$ cat config.mk
export PLATFORM = sky130hd
export DESIGN_NAME = pllc_core
export DESIGN_NICKNAME = d
export VERILOG_FILES = /design/src/pllc_pkg.sv /design/src/pllc_core.sv /design/src/pllc_divider.sv
export VERILOG_INCLUDE_DIRS = /design/src
export SDC_FILE = /design/constraint.sdc
export NUM_CORES = 1
export LEC_CHECK = 0
export BUFFER_PORTS_ARGS = -buffer_cell sky130_fd_sc_hd__buf_2
export CAP_MARGIN = 20
export CORE_MARGIN = 2
export CORE_UTILIZATION = 45
export DETAILED_ROUTE_END_ITERATION = 7
export HOLD_SLACK_MARGIN = 0.02
export PLACE_DENSITY = 0.59
export SKIP_CTS_REPAIR_TIMING = 1
export SLEW_MARGIN = 20
export SYNTH_ARGS = -nofsm -noshare
export SYNTH_HDL_FRONTEND = slang
export SYNTH_HIERARCHICAL = 1
export SYNTH_SLANG_ARGS = --single-unit
$ cat constraint.sdc
create_clock -name clk_i -period 6.2 [get_ports clk_i]
set_input_delay 0.31 -clock clk_i [delete_from_list [all_inputs] [get_ports clk_i]]
set_output_delay 0.31 -clock clk_i [all_outputs]
set_load 0.01 [all_outputs]
$ cat src/pllc_regs.svh
// latch field positions, reset values and timing counts for the synth control
`ifndef PLLC_REGS_SVH
`define PLLC_REGS_SVH

// ***********************************************
// latch select codes (two lowest word bits)
// ***********************************************
`define PLLC_SEL_CTRL 2'h0
`define PLLC_SEL_REF 2'h1
`define PLLC_SEL_FB 2'h2
`define PLLC_SEL_TEST 2'h3
`define PLLC_WORD_W 24
`define PLLC_LATCH_RESET 24'h000000

// ***********************************************
// control word fields
// ***********************************************
`define PLLC_CTL_PRESC_HI 23
`define PLLC_CTL_PRESC_LO 22
`define PLLC_CTL_PD_SYNC 21
`define PLLC_CTL_PD_REQ 20
`define PLLC_CTL_CPI2_HI 19
`define PLLC_CTL_CPI2_LO 17
`define PLLC_CTL_PUMP_CURRENT_FIRST_FIELD_HI 16
`define PLLC_CTL_PUMP_CURRENT_FIRST_FIELD_LO 14
`define PLLC_CTL_LEVEL_HI 13
`define PLLC_CTL_LEVEL_LO 12
`define PLLC_CTL_MUTE 11
`define PLLC_CTL_GAIN 10
`define PLLC_CTL_TRI 9
`define PLLC_CTL_POL 8
`define PLLC_CTL_MON_HI 7
`define PLLC_CTL_MON_LO 5
`define PLLC_CTL_CLR 4
`define PLLC_CTL_CORE_HI 3
`define PLLC_CTL_CORE_LO 2

// ***********************************************
// reference and feedback word fields
// ***********************************************
`define PLLC_REF_BSC_HI 21
`define PLLC_REF_BSC_LO 20
`define PLLC_REF_LDP 18
`define PLLC_REF_ABP_HI 17
`define PLLC_REF_ABP_LO 16
`define PLLC_REF_CNT_HI 15
`define PLLC_REF_CNT_LO 2
`define PLLC_FB_FEED_SEL 23
`define PLLC_FB_HALF 22
`define PLLC_FB_B_HI 20
`define PLLC_FB_B_LO 8
`define PLLC_FB_A_HI 6
`define PLLC_FB_A_LO 2

// ***********************************************
// timing
// ***********************************************
`define PLLC_CLK_PERIOD_NS 50
`define PLLC_LOCK_WIN_NS 15
`define PLLC_UNLOCK_WIN_NS 25
`define PLLC_LOCK_CYC (((`PLLC_LOCK_WIN_NS / `PLLC_CLK_PERIOD_NS) < 1) ? 1 : (`PLLC_LOCK_WIN_NS / `PLLC_CLK_PERIOD_NS))
`define PLLC_UNLOCK_CYC (((`PLLC_UNLOCK_WIN_NS / `PLLC_CLK_PERIOD_NS) < 1) ? 1 : (`PLLC_UNLOCK_WIN_NS / `PLLC_CLK_PERIOD_NS))
`define PLLC_LOCK_CNT_LO 3'h3
`define PLLC_LOCK_CNT_HI 3'h5
`define PLLC_BAND_TICKS 3'h5
`define PLLC_PD_SYNC_EDGES 2'h2
`define PLLC_ERR_MAX 8'hFF

`endif

$ cat src/pllc_pkg.sv
// state types for the synth control block
package pllc_pkg;
    typedef enum logic [1:0] {
        BAND_IDLE = 2'b01,
        BAND_RUN = 2'b10
    } pllc_band_t;

    typedef enum logic [2:0] {
        PD_ON = 3'b001,
        PD_ARMED = 3'b010,
        PD_OFF = 3'b100
    } pllc_pd_t;
endpackage

$ cat src/pllc_core.sv
// serial programming, dividers, band select, lock detect and power control
`timescale 1ns/10ps
`include "pllc_regs.svh"
module pllc_core (
    // clock and reset
    input wire logic clk_i,
    input wire logic reset_n_i,
    // serial programming
    input wire logic sclk_i,
    input wire logic sdata_i,
    input wire logic latch_strobe_i,
    input wire logic chip_enable_i,
    // reference input and prescaler output levels
    input wire logic ref_in_i,
    input wire logic fb_in_i,
    // prescaler and detector
    output logic modulus_high_o,
    output logic [1:0] prescaler_select_o,
    output logic half_rate_output_o,
    output logic half_rate_feed_select_o,
    output logic pfd_ref_o,
    output logic pfd_fb_o,
    output logic [1:0] antibacklash_width_o,
    output logic [2:0] pump_current_o,
    output logic pump_tristate_o,
    output logic detector_polarity_o,
    // oscillator and output stage
    output logic [1:0] core_current_o,
    output logic [1:0] output_level_o,
    output logic rf_enable_o,
    output logic tune_hold_o,
    // status
    output logic power_down_o,
    output logic digital_lock_o,
    output logic monitor_output_o,
    output logic monitor_output_oe_o
);
    // ***********************************************
    // input edges
    // ***********************************************
    logic [3:0] pins_reg;
    logic sclk_rise, strobe_rise, ref_rise, fb_rise;

    always_ff @(posedge clk_i or negedge reset_n_i) begin
        if (!reset_n_i) begin
            pins_reg <= 4'h0;
        end else begin
            pins_reg <= {fb_in_i, ref_in_i, latch_strobe_i, sclk_i};
        end
    end

    assign sclk_rise = sclk_i & ~pins_reg[0];
    assign strobe_rise = latch_strobe_i & ~pins_reg[1];
    assign ref_rise = ref_in_i & ~pins_reg[2];
    assign fb_rise = fb_in_i & ~pins_reg[3];

    // ***********************************************
    // shift register and latches
    // ***********************************************
    logic [23:0] shift_reg, shift_next, ctl_reg, ctl_next;
    logic [23:0] ref_reg, ref_next, fb_reg, fb_next;
    logic [1:0] sel;
    logic ctl_write, fb_write;

    assign sel = shift_reg[1:0];
    assign ctl_write = strobe_rise && sel == `PLLC_SEL_CTRL;
    assign fb_write = strobe_rise && sel == `PLLC_SEL_FB;

    // serial side stays live in power-down
    always_comb begin
        shift_next = shift_reg;
        ctl_next = ctl_reg;
        ref_next = ref_reg;
        fb_next = fb_reg;
        if (sclk_rise) begin
            shift_next = {shift_reg[22:0], sdata_i};
        end
        if (strobe_rise) begin
            if (sel == `PLLC_SEL_CTRL) begin
                ctl_next = shift_reg;
            end else if (sel == `PLLC_SEL_REF) begin
                ref_next = shift_reg;
            end else if (sel == `PLLC_SEL_FB) begin
                fb_next = shift_reg;
            end
            // test words are dropped: no factory mode here
        end
    end

    always_ff @(posedge clk_i or negedge reset_n_i) begin
        if (!reset_n_i) begin
            shift_reg <= `PLLC_LATCH_RESET;
            ctl_reg <= `PLLC_LATCH_RESET;
            ref_reg <= `PLLC_LATCH_RESET;
            fb_reg <= `PLLC_LATCH_RESET;
        end else begin
            shift_reg <= shift_next;
            ctl_reg <= ctl_next;
            ref_reg <= ref_next;
            fb_reg <= fb_next;
        end
    end

    // ***********************************************
    // power control
    // ***********************************************
    pllc_pkg::pllc_pd_t pd_reg, pd_next;
    logic [1:0] pd_edges_reg, pd_edges_next;
    logic ref_pulse, fb_pulse, power_down, div_clear;

    // sync mode waits on reference pulses so the pump is not cut mid-cycle
    always_comb begin
        pd_next = pd_reg;
        pd_edges_next = pd_edges_reg;
        if (ctl_write) begin
            pd_edges_next = 2'h0;
            if (!shift_reg[`PLLC_CTL_PD_REQ]) begin
                pd_next = pllc_pkg::PD_ON;
            end else if (shift_reg[`PLLC_CTL_PD_SYNC]) begin
                pd_next = pllc_pkg::PD_ARMED;
            end else begin
                pd_next = pllc_pkg::PD_OFF;
            end
        end else begin
            case (pd_reg)
                pllc_pkg::PD_ARMED: begin
                    if (ref_pulse) begin
                        pd_edges_next = pd_edges_reg + 2'h1;
                        if (pd_edges_reg + 2'h1 == `PLLC_PD_SYNC_EDGES) begin
                            pd_next = pllc_pkg::PD_OFF;
                        end
                    end
                end
                default: begin
                    pd_next = pd_reg;
                end
            endcase
        end
    end

    always_ff @(posedge clk_i or negedge reset_n_i) begin
        if (!reset_n_i) begin
            pd_reg <= pllc_pkg::PD_ON;
            pd_edges_reg <= 2'h0;
        end else begin
            pd_reg <= pd_next;
            pd_edges_reg <= pd_edges_next;
        end
    end

    assign power_down = !chip_enable_i || pd_reg == pllc_pkg::PD_OFF;
    assign div_clear = power_down || ctl_reg[`PLLC_CTL_CLR];

    // ***********************************************
    // dividers
    // ***********************************************
    logic band_tick;
    logic [3:0] band_ratio;
    logic [4:0] swallow_reg, swallow_next;

    pllc_divider #(.W(14)) ref_div (
        .clk_i(clk_i),
        .reset_n_i(reset_n_i),
        .clear_i(div_clear),
        .tick_i(ref_rise),
        .ratio_i(ref_reg[`PLLC_REF_CNT_HI:`PLLC_REF_CNT_LO]),
        .pulse_o(ref_pulse)
    );

    pllc_divider #(.W(13)) main_div (
        .clk_i(clk_i),
        .reset_n_i(reset_n_i),
        .clear_i(div_clear),
        .tick_i(fb_rise),
        .ratio_i(fb_reg[`PLLC_FB_B_HI:`PLLC_FB_B_LO]),
        .pulse_o(fb_pulse)
    );

    assign band_ratio = 4'h1 << ref_reg[`PLLC_REF_BSC_HI:`PLLC_REF_BSC_LO];

    pllc_divider #(.W(4)) band_div (
        .clk_i(clk_i),
        .reset_n_i(reset_n_i),
        .clear_i(div_clear),
        .tick_i(ref_pulse),
        .ratio_i(band_ratio),
        .pulse_o(band_tick)
    );

    // first A prescaler cycles of each feedback period run at P+1
    always_comb begin
        swallow_next = swallow_reg;
        if (div_clear || fb_pulse) begin
            swallow_next = fb_reg[`PLLC_FB_A_HI:`PLLC_FB_A_LO];
        end else if (fb_rise && swallow_reg != 5'h00) begin
            swallow_next = swallow_reg - 5'h01;
        end
    end

    always_ff @(posedge clk_i or negedge reset_n_i) begin
        if (!reset_n_i) begin
            swallow_reg <= 5'h00;
        end else begin
            swallow_reg <= swallow_next;
        end
    end

    // ***********************************************
    // band selection
    // ***********************************************
    pllc_pkg::pllc_band_t band_reg, band_next;
    logic [2:0] band_cnt_reg, band_cnt_next;

    always_comb begin
        band_next = band_reg;
        band_cnt_next = band_cnt_reg;
        if (fb_write) begin
            band_next = pllc_pkg::BAND_RUN;
            band_cnt_next = 3'h0;
        end else begin
            case (band_reg)
                pllc_pkg::BAND_RUN: begin
                    if (band_tick) begin
                        band_cnt_next = band_cnt_reg + 3'h1;
                        if (band_cnt_reg + 3'h1 == `PLLC_BAND_TICKS) begin
                            band_next = pllc_pkg::BAND_IDLE;
                        end
                    end
                end
                default: begin
                    band_next = pllc_pkg::BAND_IDLE;
                end
            endcase
        end
    end

    // reset lands in the run state: selection at power-up
    always_ff @(posedge clk_i or negedge reset_n_i) begin
        if (!reset_n_i) begin
            band_reg <= pllc_pkg::BAND_RUN;
            band_cnt_reg <= 3'h0;
        end else begin
            band_reg <= band_next;
            band_cnt_reg <= band_cnt_next;
        end
    end

    // ***********************************************
    // phase error and digital lock
    // ***********************************************
    logic win_reg, win_next, side_reg, side_next, lock_reg, lock_next;
    logic [7:0] err_reg, err_next, meas;
    logic [2:0] good_reg, good_next, need;
    logic eval, good, bad;

    assign need = ref_reg[`PLLC_REF_LDP] ? `PLLC_LOCK_CNT_HI
                                          : `PLLC_LOCK_CNT_LO;
    assign good = eval && meas < 8'(`PLLC_LOCK_CYC);
    assign bad = eval && meas > 8'(`PLLC_UNLOCK_CYC);

    // error measured in whole clock periods between the two edges
    always_comb begin
        win_next = win_reg;
        side_next = side_reg;
        err_next = err_reg;
        eval = 1'b0;
        meas = 8'h00;
        if (!win_reg) begin
            if (ref_pulse && fb_pulse) begin
                eval = 1'b1;
            end else if (ref_pulse || fb_pulse) begin
                win_next = 1'b1;
                side_next = ref_pulse;
                err_next = 8'h01;
            end
        end else if (side_reg ? fb_pulse : ref_pulse) begin
            eval = 1'b1;
            meas = err_reg;
            win_next = 1'b0;
        end else if (side_reg ? ref_pulse : fb_pulse) begin
            // same side twice: a missed edge counts as a gross error
            eval = 1'b1;
            meas = `PLLC_ERR_MAX;
            err_next = 8'h01;
        end else if (err_reg != `PLLC_ERR_MAX) begin
            err_next = err_reg + 8'h01;
        end
    end

    always_comb begin
        good_next = good_reg;
        lock_next = lock_reg;
        if (good) begin
            if (good_reg != 3'h7) begin
                good_next = good_reg + 3'h1;
            end
            if (good_reg + 3'h1 >= need) begin
                lock_next = 1'b1;
            end
        end else if (bad) begin
            good_next = 3'h0;
            lock_next = 1'b0;
        end else if (eval) begin
            good_next = 3'h0;
        end
    end

    always_ff @(posedge clk_i or negedge reset_n_i) begin
        if (!reset_n_i) begin
            win_reg <= 1'b0;
            side_reg <= 1'b0;
            err_reg <= 8'h00;
            good_reg <= 3'h0;
            lock_reg <= 1'b0;
        end else if (power_down) begin
            win_reg <= 1'b0;
            side_reg <= 1'b0;
            err_reg <= 8'h00;
            good_reg <= 3'h0;
            lock_reg <= 1'b0;
        end else begin
            win_reg <= win_next;
            side_reg <= side_next;
            err_reg <= err_next;
            good_reg <= good_next;
            lock_reg <= lock_next;
        end
    end

    // ***********************************************
    // monitor output
    // ***********************************************
    logic mon_reg, mon_next, mon_oe_reg, mon_oe_next;

    always_comb begin
        mon_next = 1'b0;
        mon_oe_next = 1'b1;
        case (ctl_reg[`PLLC_CTL_MON_HI:`PLLC_CTL_MON_LO])
            3'h0: mon_oe_next = 1'b0;
            3'h1: mon_next = lock_reg;
            3'h2: mon_next = fb_pulse;
            3'h3: mon_next = 1'b1;
            3'h4: mon_next = ref_pulse;
            3'h5: mon_oe_next = lock_reg && win_reg;
            3'h6: mon_next = shift_reg[23];
            default: mon_next = 1'b0;
        endcase
    end

    always_ff @(posedge clk_i or negedge reset_n_i) begin
        if (!reset_n_i) begin
            mon_reg <= 1'b0;
            mon_oe_reg <= 1'b0;
        end else begin
            mon_reg <= mon_next;
            mon_oe_reg <= mon_oe_next;
        end
    end

    // ***********************************************
    // outputs
    // ***********************************************
    assign modulus_high_o = swallow_reg != 5'h00;
    assign prescaler_select_o =
        ctl_reg[`PLLC_CTL_PRESC_HI:`PLLC_CTL_PRESC_LO];
    assign half_rate_output_o = fb_reg[`PLLC_FB_HALF];
    assign half_rate_feed_select_o = fb_reg[`PLLC_FB_FEED_SEL];
    assign pfd_ref_o = ref_pulse;
    assign pfd_fb_o = fb_pulse;
    assign antibacklash_width_o =
        ref_reg[`PLLC_REF_ABP_HI:`PLLC_REF_ABP_LO];
    assign pump_current_o = ctl_reg[`PLLC_CTL_GAIN]
        ? ctl_reg[`PLLC_CTL_CPI2_HI:`PLLC_CTL_CPI2_LO]
        : ctl_reg[`PLLC_CTL_PUMP_CURRENT_FIRST_FIELD_HI:`PLLC_CTL_PUMP_CURRENT_FIRST_FIELD_LO];
    assign pump_tristate_o = ctl_reg[`PLLC_CTL_TRI] || power_down;
    assign detector_polarity_o = ctl_reg[`PLLC_CTL_POL];
    assign core_current_o =
        ctl_reg[`PLLC_CTL_CORE_HI:`PLLC_CTL_CORE_LO];
    assign output_level_o =
        ctl_reg[`PLLC_CTL_LEVEL_HI:`PLLC_CTL_LEVEL_LO];
    assign rf_enable_o = !power_down &&
        (!ctl_reg[`PLLC_CTL_MUTE] || lock_reg);
    assign tune_hold_o = band_reg == pllc_pkg::BAND_RUN;
    assign power_down_o = power_down;
    assign digital_lock_o = lock_reg;
    assign monitor_output_o = mon_reg;
    assign monitor_output_oe_o = mon_oe_reg;

    // ***********************************************
    // checks
    // ***********************************************
    shift_in_a: assert property (@(posedge clk_i) disable iff (!reset_n_i)
        sclk_rise |=> shift_reg[0] == $past(sdata_i)
            && shift_reg[23:1] == $past(shift_reg[22:0]))
        else $error("serial bit not shifted in");

    ctl_latch_a: assert property (@(posedge clk_i) disable iff (!reset_n_i)
        ctl_write |=> ctl_reg == $past(shift_reg) && $stable(fb_reg))
        else $error("control word not latched");

    test_drop_a: assert property (@(posedge clk_i) disable iff (!reset_n_i)
        strobe_rise && sel == `PLLC_SEL_TEST |=> $stable(ctl_reg)
            && $stable(ref_reg) && $stable(fb_reg))
        else $error("test word altered a latch");

    lock_rise_a: assert property (@(posedge clk_i) disable iff (!reset_n_i)
        $rose(lock_reg) |-> $past(good) && $past(good_reg) + 3'h1 >= $past(need))
        else $error("lock set without enough good cycles");

    lock_hold_a: assert property (@(posedge clk_i) disable iff (!reset_n_i)
        lock_reg && !bad && !power_down |=> lock_reg)
        else $error("lock dropped without large error");

    band_start_a: assert property (@(posedge clk_i) disable iff (!reset_n_i)
        fb_write |=> tune_hold_o && band_cnt_reg == 3'h0)
        else $error("band select not started by feedback write");

    async_pd_a: assert property (@(posedge clk_i) disable iff (!reset_n_i)
        ctl_write && shift_reg[`PLLC_CTL_PD_REQ]
            && !shift_reg[`PLLC_CTL_PD_SYNC] |=> power_down_o)
        else $error("asynchronous power-down late");

    mute_a: assert property (@(posedge clk_i) disable iff (!reset_n_i)
        ctl_reg[`PLLC_CTL_MUTE] && !lock_reg |-> !rf_enable_o)
        else $error("output enabled before lock while muted");

    chip_off_a: assert property (@(posedge clk_i) disable iff (!reset_n_i)
        !chip_enable_i |-> power_down_o ##1 !lock_reg)
        else $error("chip enable low did not disable");
endmodule

$ cat src/pllc_divider.sv
// reloadable down-counting divider with a registered terminal pulse
`timescale 1ns/10ps
module pllc_divider #(
    parameter int W = 14
) (
    // clock and reset
    input wire logic clk_i,
    input wire logic reset_n_i,
    // control
    input wire logic clear_i,
    input wire logic tick_i,
    input wire logic [W-1:0] ratio_i,
    // result
    output logic pulse_o
);
    logic [W-1:0] cnt_reg, cnt_next;
    logic pulse_reg, pulse_next;

    // ratio of zero behaves as one
    always_comb begin
        cnt_next = cnt_reg;
        pulse_next = 1'b0;
        if (clear_i) begin
            cnt_next = ratio_i;
        end else if (tick_i) begin
            if (cnt_reg <= W'(1)) begin
                cnt_next = ratio_i;
                pulse_next = 1'b1;
            end else begin
                cnt_next = cnt_reg - W'(1);
            end
        end
    end

    always_ff @(posedge clk_i or negedge reset_n_i) begin
        if (!reset_n_i) begin
            cnt_reg <= '0;
            pulse_reg <= 1'b0;
        end else begin
            cnt_reg <= cnt_next;
            pulse_reg <= pulse_next;
        end
    end

    assign pulse_o = pulse_reg;

    div_pulse_a: assert property (@(posedge clk_i) disable iff (!reset_n_i)
        pulse_reg |-> $past(tick_i) && !$past(clear_i))
        else $error("divider pulse without tick");
endmodule

; ---- Word-level counts from Yosys, hierarchy flattened
; Cells that the tools add are included.
[totals]
romBits = 0
n_memories = 0
mem_bits_rw = 0
latchBits = 0
elab_cells = 190
register_bits = 163
inputBits = 8
[op_classes]
n_eq_ne = 24
n_mul = 0
n_reduce_logical = 44
div = 0
shift = 1
muxes = 74
addsub = 8
bitwise_logic = 10
magnitude_cmp = 6
[op_table]
columns = op, n
row1 = two-way mux 8 bit, 10
row2 = two-way mux 3 bit, 16
row3 = two-way mux 14 bit, 3
row4 = two-way mux 13 bit, 3
row5 = two-way mux 1 bit, 28
row6 = nonzero test 2 bit, 10
row7 = "equality test 3 bit, second input constant", 5
row8 = "<= comparator 14 x 1 -> 1 bit, second input constant", 1
row9 = two-way mux 2 bit, 7
row10 = "subtractor 14 x 1 -> 14 bit, second input constant", 1
row11 = "<= comparator 13 x 1 -> 1 bit, second input constant", 1
row12 = "subtractor 13 x 1 -> 13 bit, second input constant", 1
row13 = two-way mux 4 bit, 3
row14 = AND reduction 2 bit, 6
row15 = two-way mux 5 bit, 2
row16 = "equality test 3 x 2 -> 1 bit, second input constant", 3
row17 = "!= test 3 bit, second input constant", 3
row18 = AND reduction 3 bit, 3
row19 = "adder 8 x 1 -> 8 bit, second input constant", 1
row20 = "> comparator 8 x 1 -> 1 bit, second input constant", 1
row21 = logical AND 1 bit, 8
row22 = "less-than comparator 8 x 1 -> 1 bit, second input constant", 1
row23 = "!= test 8 bit, second input constant", 1
row24 = AND reduction 4 bit, 2
row25 = other kinds (25), 47

; ---- Longest topological paths before layout
; Gate-level depths: netlist (run 1).
[depth]
word_depth = 9
mapped_depth = 8
ltp_nobuf = 7

; ---- Modules after synthesis
; The synthesis (run 1) kept the hierarchy.
[modules_own_cells]
columns = module, area_per_inst_um2, cells_each, seq_area_each_um2, n_inst
row1 = pllc_core, 5173.7, 390, 2955.3, 1
row2 = pllc_divider (ref_div), 1069.8, 121, 375.4, 1
row3 = pllc_divider (main_div), 918.4, 105, 350.3, 1
row4 = pllc_divider (band_div), 322.8, 39, 125.1, 1

; ---- Worst setup path before layout (run 1)
; No wires, ideal clock.
[synth_path]
kind = flip-flop to flip-flop
startpoint = reg pd_reg[0]
endpoint = reg ref_div.cnt_reg[10]
setup_slack_ps = 3927
required_time_ps = 6074
stages_incl_launch_ff = 9
t_arrival_ps = 2147
setup_ps = 126
period_less_slack_ps = 2273
cell_sequence = dfstp_2 nor3b_1 or3_1 clkbuf_1 or2_2 clkbuf_1 nand2_1 o21ai_0 a311o_1
[synth_via]
elab_chain_len = 4
word_cells_on_any_way = 5
[synth_rtl]
columns = item, line_no
row1 = "start, declared", pllc_core.sv:107  ; pllc_pkg::pllc_pd_t pd_reg, pd_next;
row2 = "start signal, assigned", pllc_core.sv:143  ; pd_reg <= pllc_pkg::PD_ON;
row3 = "start signal, assigned", pllc_core.sv:146  ; pd_reg <= pd_next;
row4 = equality test 3 bit (*), pllc_core.sv:151  ; assign power_down = !chip_enable_i || pd_reg == pllc_pkg::PD_OFF;
row5 = logical OR 1 bit (*), pllc_core.sv:151
row6 = logical OR 1 bit (*), pllc_core.sv:152  ; assign div_clear = power_down || ctl_reg[`PLLC_CTL_CLR];
row7 = via div_clear, pllc_core.sv:109  ; logic ref_pulse, fb_pulse, power_down, div_clear;
row8 = two-way mux 14 bit / nonzero test 2 bit (equally long branches), -
row9 = "end signal, assigned", pllc_divider.sv:40  ; cnt_reg <= cnt_next;
row10 = "end, declared", pllc_divider.sv:16  ; logic [W-1:0] cnt_reg, cnt_next;
; The timed path passes the listed nets; every way through them passes the cells marked *.
; A chain may end at the register's enable or synchronous reset.

; ---- Worst setup path in the final report (run 1)
; Ends and elaborated chain as after synthesis.

==> results of run 1 <==
-- cells in the final DEF, fill, tap and decap left out, types with 4 or more instances in the layout --
cell type                       instances
sky130_fd_sc_hd__a21oi_1               24
sky130_fd_sc_hd__a22oi_1                6
sky130_fd_sc_hd__a2bb2oi_1              6
sky130_fd_sc_hd__and2_1                 4
sky130_fd_sc_hd__and3_1                 4
sky130_fd_sc_hd__buf_2                 30
sky130_fd_sc_hd__buf_4                  7
sky130_fd_sc_hd__clkbuf_16             17
sky130_fd_sc_hd__clkinv_4               4
sky130_fd_sc_hd__dfrtp_1              150
sky130_fd_sc_hd__dlygate4sd3_1          5
sky130_fd_sc_hd__ha_1                  19
sky130_fd_sc_hd__inv_1                 36
sky130_fd_sc_hd__mux2_2                88
sky130_fd_sc_hd__mux2i_1                8
sky130_fd_sc_hd__nand2_1               41
sky130_fd_sc_hd__nand3_1               18
sky130_fd_sc_hd__nand4_1                5
sky130_fd_sc_hd__nor2_1                37
sky130_fd_sc_hd__nor2b_1               10
sky130_fd_sc_hd__nor3_1                10
sky130_fd_sc_hd__nor4_1                12
sky130_fd_sc_hd__o21ai_0               33
sky130_fd_sc_hd__o21ai_1                5
sky130_fd_sc_hd__or3_1                  8
sky130_fd_sc_hd__or4_1                  5
sky130_fd_sc_hd__xnor2_1                5
-- worst min-delay path by stage --
stage | start | end | slack [ns] | cells after the start
global route | sdata_i | shift_reg[0]$_DFFE_PN0P_ | 0.10 | 2
CTS | reset_n_i | err_reg[4]$_DFFE_PN0P_ | -0.03 | 1
detailed placement | reset_n_i | err_reg[4]$_DFFE_PN0P_ | 0.43 | 1
floorplan | reset_n_i | band_cnt_reg[0]$_DFFE_PN0P_ | 0.01 | 0
global placement | reset_n_i | err_reg[4]$_DFFE_PN0P_ | 0.43 | 1
finish | sdata_i | shift_reg[0]$_DFFE_PN0P_ | 0.12 | 2
-- layer usage --
layer / global-route usage, % / up-vias / part of all wire [%]
li1: - / 2453 / -
met1: 25.2 / 2620 / 47
met2: 30.5 / 93 / 48
met3: 3.68 / 14 / 3.3
met4: 6.75 / 0 / 1.1
met5: 0 / - / 0
-- cell families after synthesis --
family	after synthesis
flip-flops	152
AO/OA/AOI/OAI	123
XOR/XNOR	8
multiplexers	100
AND/OR/NAND/NOR	189
adder cells (fa/ha/maj)	19
buffers and inverters	64
-- cells in the mapped netlist (5+ instances only) --
cell,instances
sky130_fd_sc_hd__o21ai_1,5
sky130_fd_sc_hd__nor4_1,12
sky130_fd_sc_hd__nand3_1,18
sky130_fd_sc_hd__buf_4,8
sky130_fd_sc_hd__nand2_1,41
sky130_fd_sc_hd__mux2i_1,8
sky130_fd_sc_hd__nand4_1,5
sky130_fd_sc_hd__inv_1,36
sky130_fd_sc_hd__or4_1,5
sky130_fd_sc_hd__ha_1,19
sky130_fd_sc_hd__dfrtp_1,150
sky130_fd_sc_hd__clkbuf_1,8
sky130_fd_sc_hd__or3_1,8
sky130_fd_sc_hd__buf_2,7
sky130_fd_sc_hd__mux2_2,88
sky130_fd_sc_hd__nor2_1,37
sky130_fd_sc_hd__a21oi_1,24
sky130_fd_sc_hd__xnor2_1,5
sky130_fd_sc_hd__a22oi_1,6
sky130_fd_sc_hd__nor2b_1,11
sky130_fd_sc_hd__o21ai_0,33
sky130_fd_sc_hd__nor3_1,10
sky130_fd_sc_hd__a2bb2oi_1,6
-- worst max-delay path, stage by stage (launching register included) --
cell and delay (ns):
sky130_fd_sc_hd__dfstp_2 0.56, sky130_fd_sc_hd__nor3b_1 0.07, sky130_fd_sc_hd__or3_1 0.30, sky130_fd_sc_hd__buf_4 0.24
sky130_fd_sc_hd__inv_1 0.22, sky130_fd_sc_hd__o41a_1 0.56, sky130_fd_sc_hd__o21ai_0 0.20, sky130_fd_sc_hd__a311o_1 0.30
-- area by class of cell --
cell class | count | area (sq um)
tap | 220 | 275
timing repair buffer | 43 | 264
clock inverter | 12 | 143
fill | 1438 | 7940
multi-input combinational | 439 | 3380
sequential | 152 | 3810
clock buffer | 20 | 467
inverter | 36 | 135
-- power by group through the flow --
stage               Combinational [mW]  Clock [mW]  Sequential [mW]
floorplan                        0.737           0             1.45
global placement                 0.867           0             1.54
detailed placement               0.895           0             1.55
finish                           0.899        1.06             1.53
CTS                              0.901        1.08             1.54
global route                      1.01        1.12             1.58
-- through the flow --
stage               setup WS [ns]  total power [mW]  instances  util [%]  hold slack, ns
floorplan                    3.93              2.19        655         -          0.0144
global placement             3.76              2.41        885      47.6           0.426
detailed placement           3.66              2.45        885      47.6           0.433
CTS                          3.65              3.51        917      51.3         -0.0260
global route                 3.51              3.71        922      51.6           0.105
finish                       3.62              3.49        922      51.6           0.122
==> impl_metrics.env, run 1 <==
export IMPL_grt_pass1_vias=5228
export IMPL_postSynthCellCount=655
export IMPL_post_synth_cell_area_avg_sq_um=11.4
export IMPL_p_int_mw=2.32
export IMPL_routed_via_density=5.62
export IMPL_h_tree_depth=4
export IMPL_die_w_um=133
export IMPL_grt_setup_unrepaired="no"
export IMPL_postSynthRegisterBits=152
export IMPL_finish_net_count=716
export IMPL_place_port_buffers=31
export IMPL_detail_route_antenna_nets=0
export IMPL_clock_tree_buffer_depth=2
export IMPL_yosys_cell_types_count=83
export IMPL_max_clock_freq_mhz=387
export IMPL_timing_hold_worst_class="in -> reg"
export IMPL_finalMaxSlewViolations=0
export IMPL_synth_top_cells_by_area="sky130_fd_sc_hd__dfrtp_1, sky130_fd_sc_hd__mux2_2, sky130_fd_sc_hd__ha_1"
export IMPL_synth_mux_area_share_pct=15.0
export IMPL_worst_slew_pin_slew_ns=0.834
export IMPL_slew_limit_headroom_pct=44.4
export IMPL_p_clk_share_pct=30.3
export IMPL_clock_sink_count=152
export IMPL_boundaryPins=32
export IMPL_synth_largest_type_area_fraction_pct=50.2
export IMPL_postPlaceCellArea_sq_um=7810
export IMPL_num_rows=47
export IMPL_termination_of_the_worst_setup_path="ref_div/cnt_reg[10]$_DFFE_PN0P_"
export IMPL_post_synthesis_compound_gate_area_fraction_pct=11.6
export IMPL_post_synth_and_or_nand_nor_area_fraction_pct=14.2
export IMPL_synthAdderAreaFrac_pct=3.18
export IMPL_crit_reg2reg_capture="ref_div/cnt_reg[10]$_DFFE_PN0P_"
export IMPL_main_combinational_cell_family_by_area_after_synthesis="multiplexers"
export IMPL_routed_via_count=5180
export IMPL_setup_viol_count_final=0
export IMPL_path_clk_slew_ns=0.06
export IMPL_reg2regPathDepth=7
export IMPL_timing_critical_path_arrival_ns=2.88
export IMPL_switchingPower_mw=1.17
export IMPL_synth_cell_area_sq_um=7480
export IMPL_final_hold_vio_count=0
export IMPL_start_util_pct=45.6
export IMPL_post_route_period_util_pct=41.7
export IMPL_sw_frac_of_total_pct=33.4
export IMPL_drc=0
export IMPL_power_density_cell_area_nw_per_um2=412
export IMPL_cts_tree="yes"
export IMPL_drtPass1Iterations=5
export IMPL_synth_edff_count=0
export IMPL_ys_dominant_reg_cell="sky130_fd_sc_hd__dfrtp_1"
export IMPL_synthArstFlopShare_pct=100
export IMPL_worst_ir_drop_vdd_mv=0.218
export IMPL_crit_path_max_fanout=29
export IMPL_antenna_cells_inserted=0
export IMPL_max_cap_violations=0
export IMPL_synth_xor_area_share_pct=0.936
export IMPL_proportion_of_layout_cells_with_a_drive_suffix_above_1_pct=28.2
export IMPL_design_core_area_sq_um=16400
export IMPL_grt_antenna_before_repair=0
export IMPL_largest_register_ffs=24
export IMPL_chipHeight_um=133
export IMPL_drt_first_iter_violations=242
export IMPL_grt_resource_usage_total_pct=18.8
export IMPL_detailedPlacementHpwl_um=10400
export IMPL_reg2reg_setup_slack_ns=3.62
export IMPL_period_minus_slack_ns=2.58
export IMPL_clock_skew_final_ns=0.00756
export IMPL_synth_fp_nets=682
export IMPL_worst_ep_required_time_ns=6.50
export IMPL_cts_buffers=17
export IMPL_grt_overflow_total=0
export IMPL_cellLeakagePower_nw=3.88
export IMPL_areaGrowthSynthToFinish_pct=13.2
export IMPL_gp_congestion=0.840
export IMPL_totalNegativeSetupSlack_ns=0
export IMPL_post_synth_top_area_cell="sky130_fd_sc_hd__dfrtp_1"
export IMPL_design_die_area_sq_um=17700
export IMPL_drt_total_wl_um=15600
export IMPL_grt_max_degree=88
export IMPL_sequentialPowerShare_pct=44.0
export IMPL_setup_crit_start="pd_reg[0]$_DFFE_PN1P_"
export IMPL_drt_wirelength_per_cell_um=16.9
export IMPL_clock_root_buffer="sky130_fd_sc_hd__clkbuf_16"
export IMPL_clock_insertion_delay_worst_skew_ns=0.42
export IMPL_ys_seq_area_share_pct=50.9
export IMPL_worstSetupPathType="reg -> reg"
export IMPL_worst_setup_path_end_kind="register"
export IMPL_final_design_area_no_fill_sq_um=8470
export IMPL_share_comb_of_total_power_pct=25.8
export IMPL_critPathLaunchType="register"
export IMPL_status="completed"
export IMPL_synth_warning_count=6
export IMPL_r2r_start="pd_reg[0]$_DFFE_PN1P_"
export IMPL_grt_pass1_wl_um=26500
(Power assumes the default switching activity.)
==> run 2, diff against run 1 <==
==> constraint.sdc (replaced) <==
create_clock -name clk_i -period 2.5 [get_ports clk_i]
set_input_delay 0.125 -clock clk_i [delete_from_list [all_inputs] [get_ports clk_i]]
set_output_delay 0.125 -clock clk_i [all_outputs]
set_load 0.01 [all_outputs]
==> run 2 against run 1 <==
Clock power grew to 2.6 times the previous value. Cell area rose by 1.7%. Register-to-register slack got worse by 3.5 ns. Via count decreased by 0.29%. Largest cell class unchanged. Sequential share of layout area fell by 0.76 points. Critical path type unchanged.
==> impl_metrics.env, run 2 (same netlist as run 1, synthesis figures left out) <==
export IMPL_die_w_um=133
export IMPL_reg2regPathDepth=5
export IMPL_grt_pass1_vias=5258
export IMPL_status="completed"
export IMPL_routed_via_density=5.53
export IMPL_worst_hold_path_endpoint="err_reg[1]$_DFFE_PN0P_"
export IMPL_grt_max_degree=61
export IMPL_gp_congestion=0.859
export IMPL_start_util_pct=45.6
export IMPL_power_density_cell_area_nw_per_um2=1030
export IMPL_grt_pass1_wl_um=27000
export IMPL_r2r_start="ref_div/cnt_reg[10]$_DFFE_PN0P_"
export IMPL_grt_overflow_total=0
export IMPL_clock_insertion_delay_worst_skew_ns=0.42
export IMPL_drc=0
export IMPL_critPathLaunchType="register"
export IMPL_timing_critical_path_arrival_ns=2.65
export IMPL_drt_total_wl_um=16000
export IMPL_drt_first_iter_violations=337
export IMPL_clock_root_buffer="sky130_fd_sc_hd__clkbuf_16"
export IMPL_path_clk_slew_ns=0.06
export IMPL_num_rows=47
export IMPL_ff_latch_area_sq_um=3810
export IMPL_largest_register_ffs=24
export IMPL_layout_common_cells="sky130_fd_sc_hd__dfrtp_1, sky130_fd_sc_hd__mux2_2, sky130_fd_sc_hd__nand2_1"
export IMPL_period_minus_slack_ns=2.35
export IMPL_grt_antenna_before_repair=0
export IMPL_number_of_filler_instances_in_the_final_layout=1455
export IMPL_routed_via_count=5165
export IMPL_worstSetupPathType="reg -> reg"
export IMPL_slew_limit_headroom_pct=56.6
export IMPL_h_tree_depth=4
export IMPL_clock_tree_buffer_depth=2
export IMPL_timing_hold_worst_class="in -> reg"
export IMPL_detail_route_antenna_nets=0
export IMPL_area_used_by_multi_input_combinational_logic_sq_um=3390
export IMPL_reg2reg_setup_slack_ns=0.15
export IMPL_design_core_area_sq_um=16400
export IMPL_cellLeakagePower_nw=3.97
export IMPL_worst_slew_pin_slew_ns=0.646
export IMPL_finalMaxSlewViolations=0
export IMPL_final_common_cell="sky130_fd_sc_hd__dfrtp_1"
export IMPL_max_clock_freq_mhz=426
export IMPL_setup_viol_count_final=0
export IMPL_worst_ep_required_time_ns=2.80
export IMPL_grt_setup_unrepaired="no"
export IMPL_place_port_buffers=31
export IMPL_max_cap_violations=0
export IMPL_design_die_area_sq_um=17700
export IMPL_worstHoldPathCells=3
export IMPL_cts_tree="yes"
export IMPL_crit_reg2reg_capture="ref_div/cnt_reg[0]$_DFFE_PN0P_"
export IMPL_clock_sink_count=152
export IMPL_totalNegativeSetupSlack_ns=0
export IMPL_power_total_mw=8.85
export IMPL_final_hold_vio_count=0
export IMPL_boundaryPins=32
export IMPL_clock_skew_final_ns=0.00774
export IMPL_inst_count_dp=896
export IMPL_crit_path_max_fanout=9
export IMPL_proportion_of_layout_cells_with_a_drive_suffix_above_1_pct=29.3
export IMPL_areaGrowthSynthToFinish_pct=15.1
export IMPL_cts_buffers=17
export IMPL_worst_setup_path_end_kind="register"
export IMPL_worst_ir_drop_vdd_mv=0.629
export IMPL_detailedPlacementHpwl_um=11100
export IMPL_finish_net_count=728
export IMPL_drtPass1Iterations=4
export IMPL_hold_path_startpoint="chip_enable_i"
export IMPL_post_route_period_util_pct=94.0
export IMPL_final_cell_count_no_fill=934
export IMPL_antenna_cells_inserted=0
export IMPL_grt_resource_usage_total_pct=19.3
export IMPL_chipHeight_um=133
export IMPL_drt_wirelength_per_cell_um=17.1
[run 2: cell count changes in the layout (fill, tap and decap cells not counted), moves of 2 or more]
| cell | before | now |
|---|---|---|
| sky130_fd_sc_hd__buf_4 | 7 | 16 |
| sky130_fd_sc_hd__buf_12 | 0 | 2 |
| sky130_fd_sc_hd__clkinvlp_4 | 3 | 1 |
| sky130_fd_sc_hd__bufinv_16 | 2 | 4 |
| sky130_fd_sc_hd__clkinv_2 | 1 | 4 |
[run 2: cell type report]
cell class,instances,share of cell area [%]
inverters,36,1.57
well taps,220,3.19
clock inverters,12,2.02
multi-input cells,439,39.3
clock buffers,20,5.30
repair buffers,55,4.43
flip-flops and latches,152,44.2
[run 2: metrics by stage]
stage / cell area, sq um / utilization, % / setup WS (ns) / hold WS (ns)
2_1_floorplan: 7480 / - / 0.227 / -0.171
3_3_place_gp: 7920 / 48.3 / 0.211 / 0.134
3_5_place_dp: 7920 / 48.3 / 0.118 / 0.138
4_1_cts: 8550 / 52.1 / 0.104 / -0.311
5_1_grt: 8620 / 52.5 / 0.00952 / 0.157
6_report: 8620 / 52.5 / 0.150 / 0.136
[run 2: power breakdown]
part           leakage [nW]  internal, mW  switching, mW  total [mW]
Sequential             1.98          3.13          0.681        3.82
Combinational          1.68          1.11           1.21        2.32
Clock                 0.310          1.72          0.995        2.72
[run 2: how the worst max path moves through the flow]
stage,from,end,slack (ns)
4_1_cts,main_div/cnt_reg[0]$_DFFE_PN0P_,main_div/cnt_reg[10]$_DFFE_PN0P_,0.10
2_1_floorplan,pd_reg[0]$_DFFE_PN1P_,ref_div/cnt_reg[10]$_DFFE_PN0P_,0.23
3_5_place_dp,main_div/cnt_reg[0]$_DFFE_PN0P_,main_div/cnt_reg[10]$_DFFE_PN0P_,0.12
6_report,ref_div/cnt_reg[10]$_DFFE_PN0P_,ref_div/cnt_reg[0]$_DFFE_PN0P_,0.15
3_3_place_gp,ref_div/cnt_reg[11]$_DFFE_PN0P_,ref_div/cnt_reg[7]$_DFFE_PN0P_,0.21
5_1_grt,pd_reg[0]$_DFFE_PN1P_,ref_div/cnt_reg[3]$_DFFE_PN0P_,0.01
[run 2: worst max-delay path, stage by stage (launching register included)]
cell                       delay [ns]
sky130_fd_sc_hd__dfrtp_1         0.45
sky130_fd_sc_hd__or4_1           0.66
sky130_fd_sc_hd__o41a_1          0.63
sky130_fd_sc_hd__buf_4           0.23
sky130_fd_sc_hd__o211ai_1        0.16
sky130_fd_sc_hd__o21ai_0         0.10
[run 2: layer usage]
layer,vias to the layer above,GRT usage [%],share of wire (%)
met3,15,3.52,2.6
met2,71,30.9,48
met4,0,6.99,1.2
met1,2608,26.5,48
met5,-,0,0
li1,2471,-,-
==> run 3, diff against run 2 <==
--- a/config.mk
+++ b/config.mk
@@ -6,6 +6,7 @@
 export SDC_FILE = /design/constraint.sdc
 export NUM_CORES = 1
 export LEC_CHECK = 0
+export ABC_AREA = 1
 export BUFFER_PORTS_ARGS = -buffer_cell sky130_fd_sc_hd__buf_2
 export CAP_MARGIN = 20
 export CORE_MARGIN = 2
==> run 3 against run 2 <==
Sequential share of layout area down 0.89 points. Worst setup slack improved by 0.30 ns. Critical path type unchanged. Cell count grew 38%. Largest cell class unchanged. Synthesized cell count is 55% higher. Total power fell by 0.27%. Critical endpoint is now ref_div/cnt_reg[5]$_DFFE_PN0P_. Critical path depth grew 5. Cell area up 2.0%. Clock-buffer cell count down 2. Register-to-register slack improved by 0.30 ns.
==> impl_metrics.env, run 3 <==
export IMPL_worst_ep_required_time_ns=2.82
export IMPL_dpl_worst_slack_ns=0.430
export IMPL_drtPass1Iterations=5
export IMPL_place_port_buffers=31
export IMPL_grt_overflow_total=0
export IMPL_grt_resource_usage_total_pct=20.6
export IMPL_grt_antenna_before_repair=0
export IMPL_synthArstFlopShare_pct=100
export IMPL_crit_path_max_fanout=15
export IMPL_postSynthRegisterBits=152
export IMPL_inst_count_dp=1248
export IMPL_hold_path_startpoint="chip_enable_i"
export IMPL_cts_tree="yes"
export IMPL_timing_critical_path_arrival_ns=2.37
export IMPL_h_tree_depth=4
export IMPL_r2r_start="pd_reg[1]$_DFFE_PN0P_"
export IMPL_max_cap_violations=0
export IMPL_num_rows=48
export IMPL_drc=0
export IMPL_synth_mux_area_share_pct=0
export IMPL_clock_root_buffer="sky130_fd_sc_hd__clkbuf_16"
export IMPL_detailedPlacementHpwl_um=12300
export IMPL_cts_buffers=17
export IMPL_drt_wirelength_per_cell_um=13.7
export IMPL_setup_viol_count_final=0
export IMPL_worstSetupPathType="reg -> reg"
export IMPL_grt_setup_unrepaired="no"
export IMPL_final_hold_vio_count=0
export IMPL_post_route_period_util_pct=82.0
export IMPL_cellLeakagePower_nw=4.46
export IMPL_chipHeight_um=136
export IMPL_grt_pass1_wl_um=29700
export IMPL_routed_via_count=6266
export IMPL_synth_cell_area_sq_um=7830
export IMPL_synth_warning_count=6
export IMPL_period_minus_slack_ns=2.05
export IMPL_synthTopCellsByCount="sky130_fd_sc_hd__nand2_1, sky130_fd_sc_hd__dfrtp_1, sky130_fd_sc_hd__inv_1"
export IMPL_status="completed"
export IMPL_post_synth_cell_area_avg_sq_um=7.69
export IMPL_synth_xor_area_share_pct=1.68
export IMPL_postSynthCellCount=1018
export IMPL_start_util_pct=45.6
export IMPL_synth_fp_nets=1045
export IMPL_largest_register_ffs=24
export IMPL_totalNegativeSetupSlack_ns=0
export IMPL_worst_slew_pin_slew_ns=0.903
export IMPL_yosys_cell_types_count=40
export IMPL_clock_insertion_delay_worst_skew_ns=0.43
export IMPL_synth_edff_count=0
export IMPL_boundaryPins=32
export IMPL_synthAdderAreaFrac_pct=3.04
export IMPL_timing_hold_worst_class="in -> reg"
export IMPL_drt_first_iter_violations=418
export IMPL_post_synth_and_or_nand_nor_area_fraction_pct=28.9
export IMPL_critPathLaunchType="register"
export IMPL_design_core_area_sq_um=17200
export IMPL_power_density_cell_area_nw_per_um2=1000
export IMPL_areaGrowthSynthToFinish_pct=12.3
export IMPL_max_clock_freq_mhz=488
export IMPL_post_synthesis_compound_gate_area_fraction_pct=8.50
export IMPL_main_combinational_cell_family_by_area_after_synthesis="simple AND/OR/NAND/NOR gates"
export IMPL_post_synth_top_area_cell="sky130_fd_sc_hd__dfrtp_1"
export IMPL_clock_tree_buffer_depth=2
export IMPL_antenna_cells_inserted=0
export IMPL_synth_largest_type_area_fraction_pct=47.9
export IMPL_layout_common_cells="sky130_fd_sc_hd__nand2_1, sky130_fd_sc_hd__dfrtp_1, sky130_fd_sc_hd__inv_1"
export IMPL_drt_total_wl_um=17600
export IMPL_detail_route_antenna_nets=0
export IMPL_grt_pass1_vias=5835
export IMPL_worst_ir_drop_vdd_mv=0.574
export IMPL_proportion_of_layout_cells_with_a_drive_suffix_above_1_pct=10.8
export IMPL_finish_net_count=1075
export IMPL_final_cell_count_no_fill=1285
export IMPL_clock_sink_count=152
export IMPL_grt_max_degree=59
export IMPL_clock_skew_final_ns=0.0131
export IMPL_synth_most_common_cell="sky130_fd_sc_hd__nand2_1"
export IMPL_ys_dominant_reg_cell="sky130_fd_sc_hd__dfrtp_1"
export IMPL_finalWorstSetupSlack_ns=0.450
export IMPL_routed_via_density=4.88
export IMPL_gp_congestion=0.828
export IMPL_final_common_cell="sky130_fd_sc_hd__nand2_1"
export IMPL_finalMaxSlewViolations=0
export IMPL_ys_seq_area_share_pct=48.6
export IMPL_synth_top_cells_by_area="sky130_fd_sc_hd__dfrtp_1, sky130_fd_sc_hd__nand2_1, sky130_fd_sc_hd__inv_1"
export IMPL_die_w_um=136
export IMPL_path_clk_slew_ns=0.07
export IMPL_setup_crit_start="pd_reg[1]$_DFFE_PN0P_"
export IMPL_finalCoreUtilization_pct=51.2
export IMPL_design_die_area_sq_um=18500
export IMPL_worst_setup_path_end_kind="register"
export IMPL_slew_limit_headroom_pct=39.7
-- run 3: stage by stage --
stage | total power [mW] | hold WS, ns | instance area (sq um)
finish | 8.83 | 0.170 | 8790
global route | 9.53 | 0.187 | 8790
floorplan | 5.61 | -0.171 | 7830
detailed placement | 6.33 | 0.0842 | 8160
CTS | 8.91 | -0.365 | 8730
global placement | 6.28 | 0.0860 | 8160
-- run 3: where the power goes --
group / leakage (nW) / switching [mW] / internal (mW)
sequential: 2.02 / 0.488 / 2.99
clock: 0.275 / 1.07 / 1.48
combinational: 2.17 / 1.80 / 0.997
-- run 3: kinds of logic (layout without fill, tap and decap cells) --
group / after synthesis / count (layout)
AND/OR/NAND/NOR: 529 / 529
buffers and inverters: 175 / 217
flip-flops: 152 / 152
AO/OA/AOI/OAI: 128 / 128
adder cells (fa/ha/maj): 19 / 19
XOR/XNOR: 15 / 15
-- run 3: cell type report --
| class | instances | area (sq um) |
|---|---|---|
| tap | 225 | 282 |
| inverter | 139 | 524 |
| multi-input combinational | 691 | 3300 |
| fill | 1695 | 8380 |
| timing repair buffer | 47 | 309 |
| clock inverter | 13 | 148 |
| clock buffer | 18 | 429 |
| sequential | 152 | 3810 |
-- run 3: routing by layer --
layer	up-vias	part of all wire, %	routed length, um	global-route usage [%]
li1	3243	-	-	-
met5	-	0	0	0
met4	0	0.80	140	4.98
met2	77	45	7890	30.9
met1	2938	51	8980	30.5
met3	8	3.1	541	4.18
-- run 3: critical path, stage by stage, from the launching register on --
cell                      delay (ns)
sky130_fd_sc_hd__dfrtp_1        0.39
sky130_fd_sc_hd__nor2_1         0.11
sky130_fd_sc_hd__nand2_1        0.05
sky130_fd_sc_hd__nand2_1        0.08
sky130_fd_sc_hd__inv_2          0.09
sky130_fd_sc_hd__nand2_1        0.37
sky130_fd_sc_hd__nor2_1         0.13
sky130_fd_sc_hd__inv_1          0.41
sky130_fd_sc_hd__o21ai_0        0.17
sky130_fd_sc_hd__nand2_1        0.09
sky130_fd_sc_hd__nand2_1        0.04
-- run 3: final timing paths --
path | end | slack, ns | cells after the start
min reg2reg | band_reg[1]$_DFFE_PN1P_ | 0.47 | 1
max | ref_div/cnt_reg[5]$_DFFE_PN0P_ | 0.45 | 10
min | err_reg[4]$_DFFE_PN0P_ | 0.17 | 5
max reg2reg | ref_div/cnt_reg[5]$_DFFE_PN0P_ | 0.45 | 10
min in group asynchronous | err_reg[5]$_DFFE_PN0P_ | 0.20 | 2
max in group asynchronous | ctl_reg[3]$_DFFE_PN0P_ | 1.56 | 3
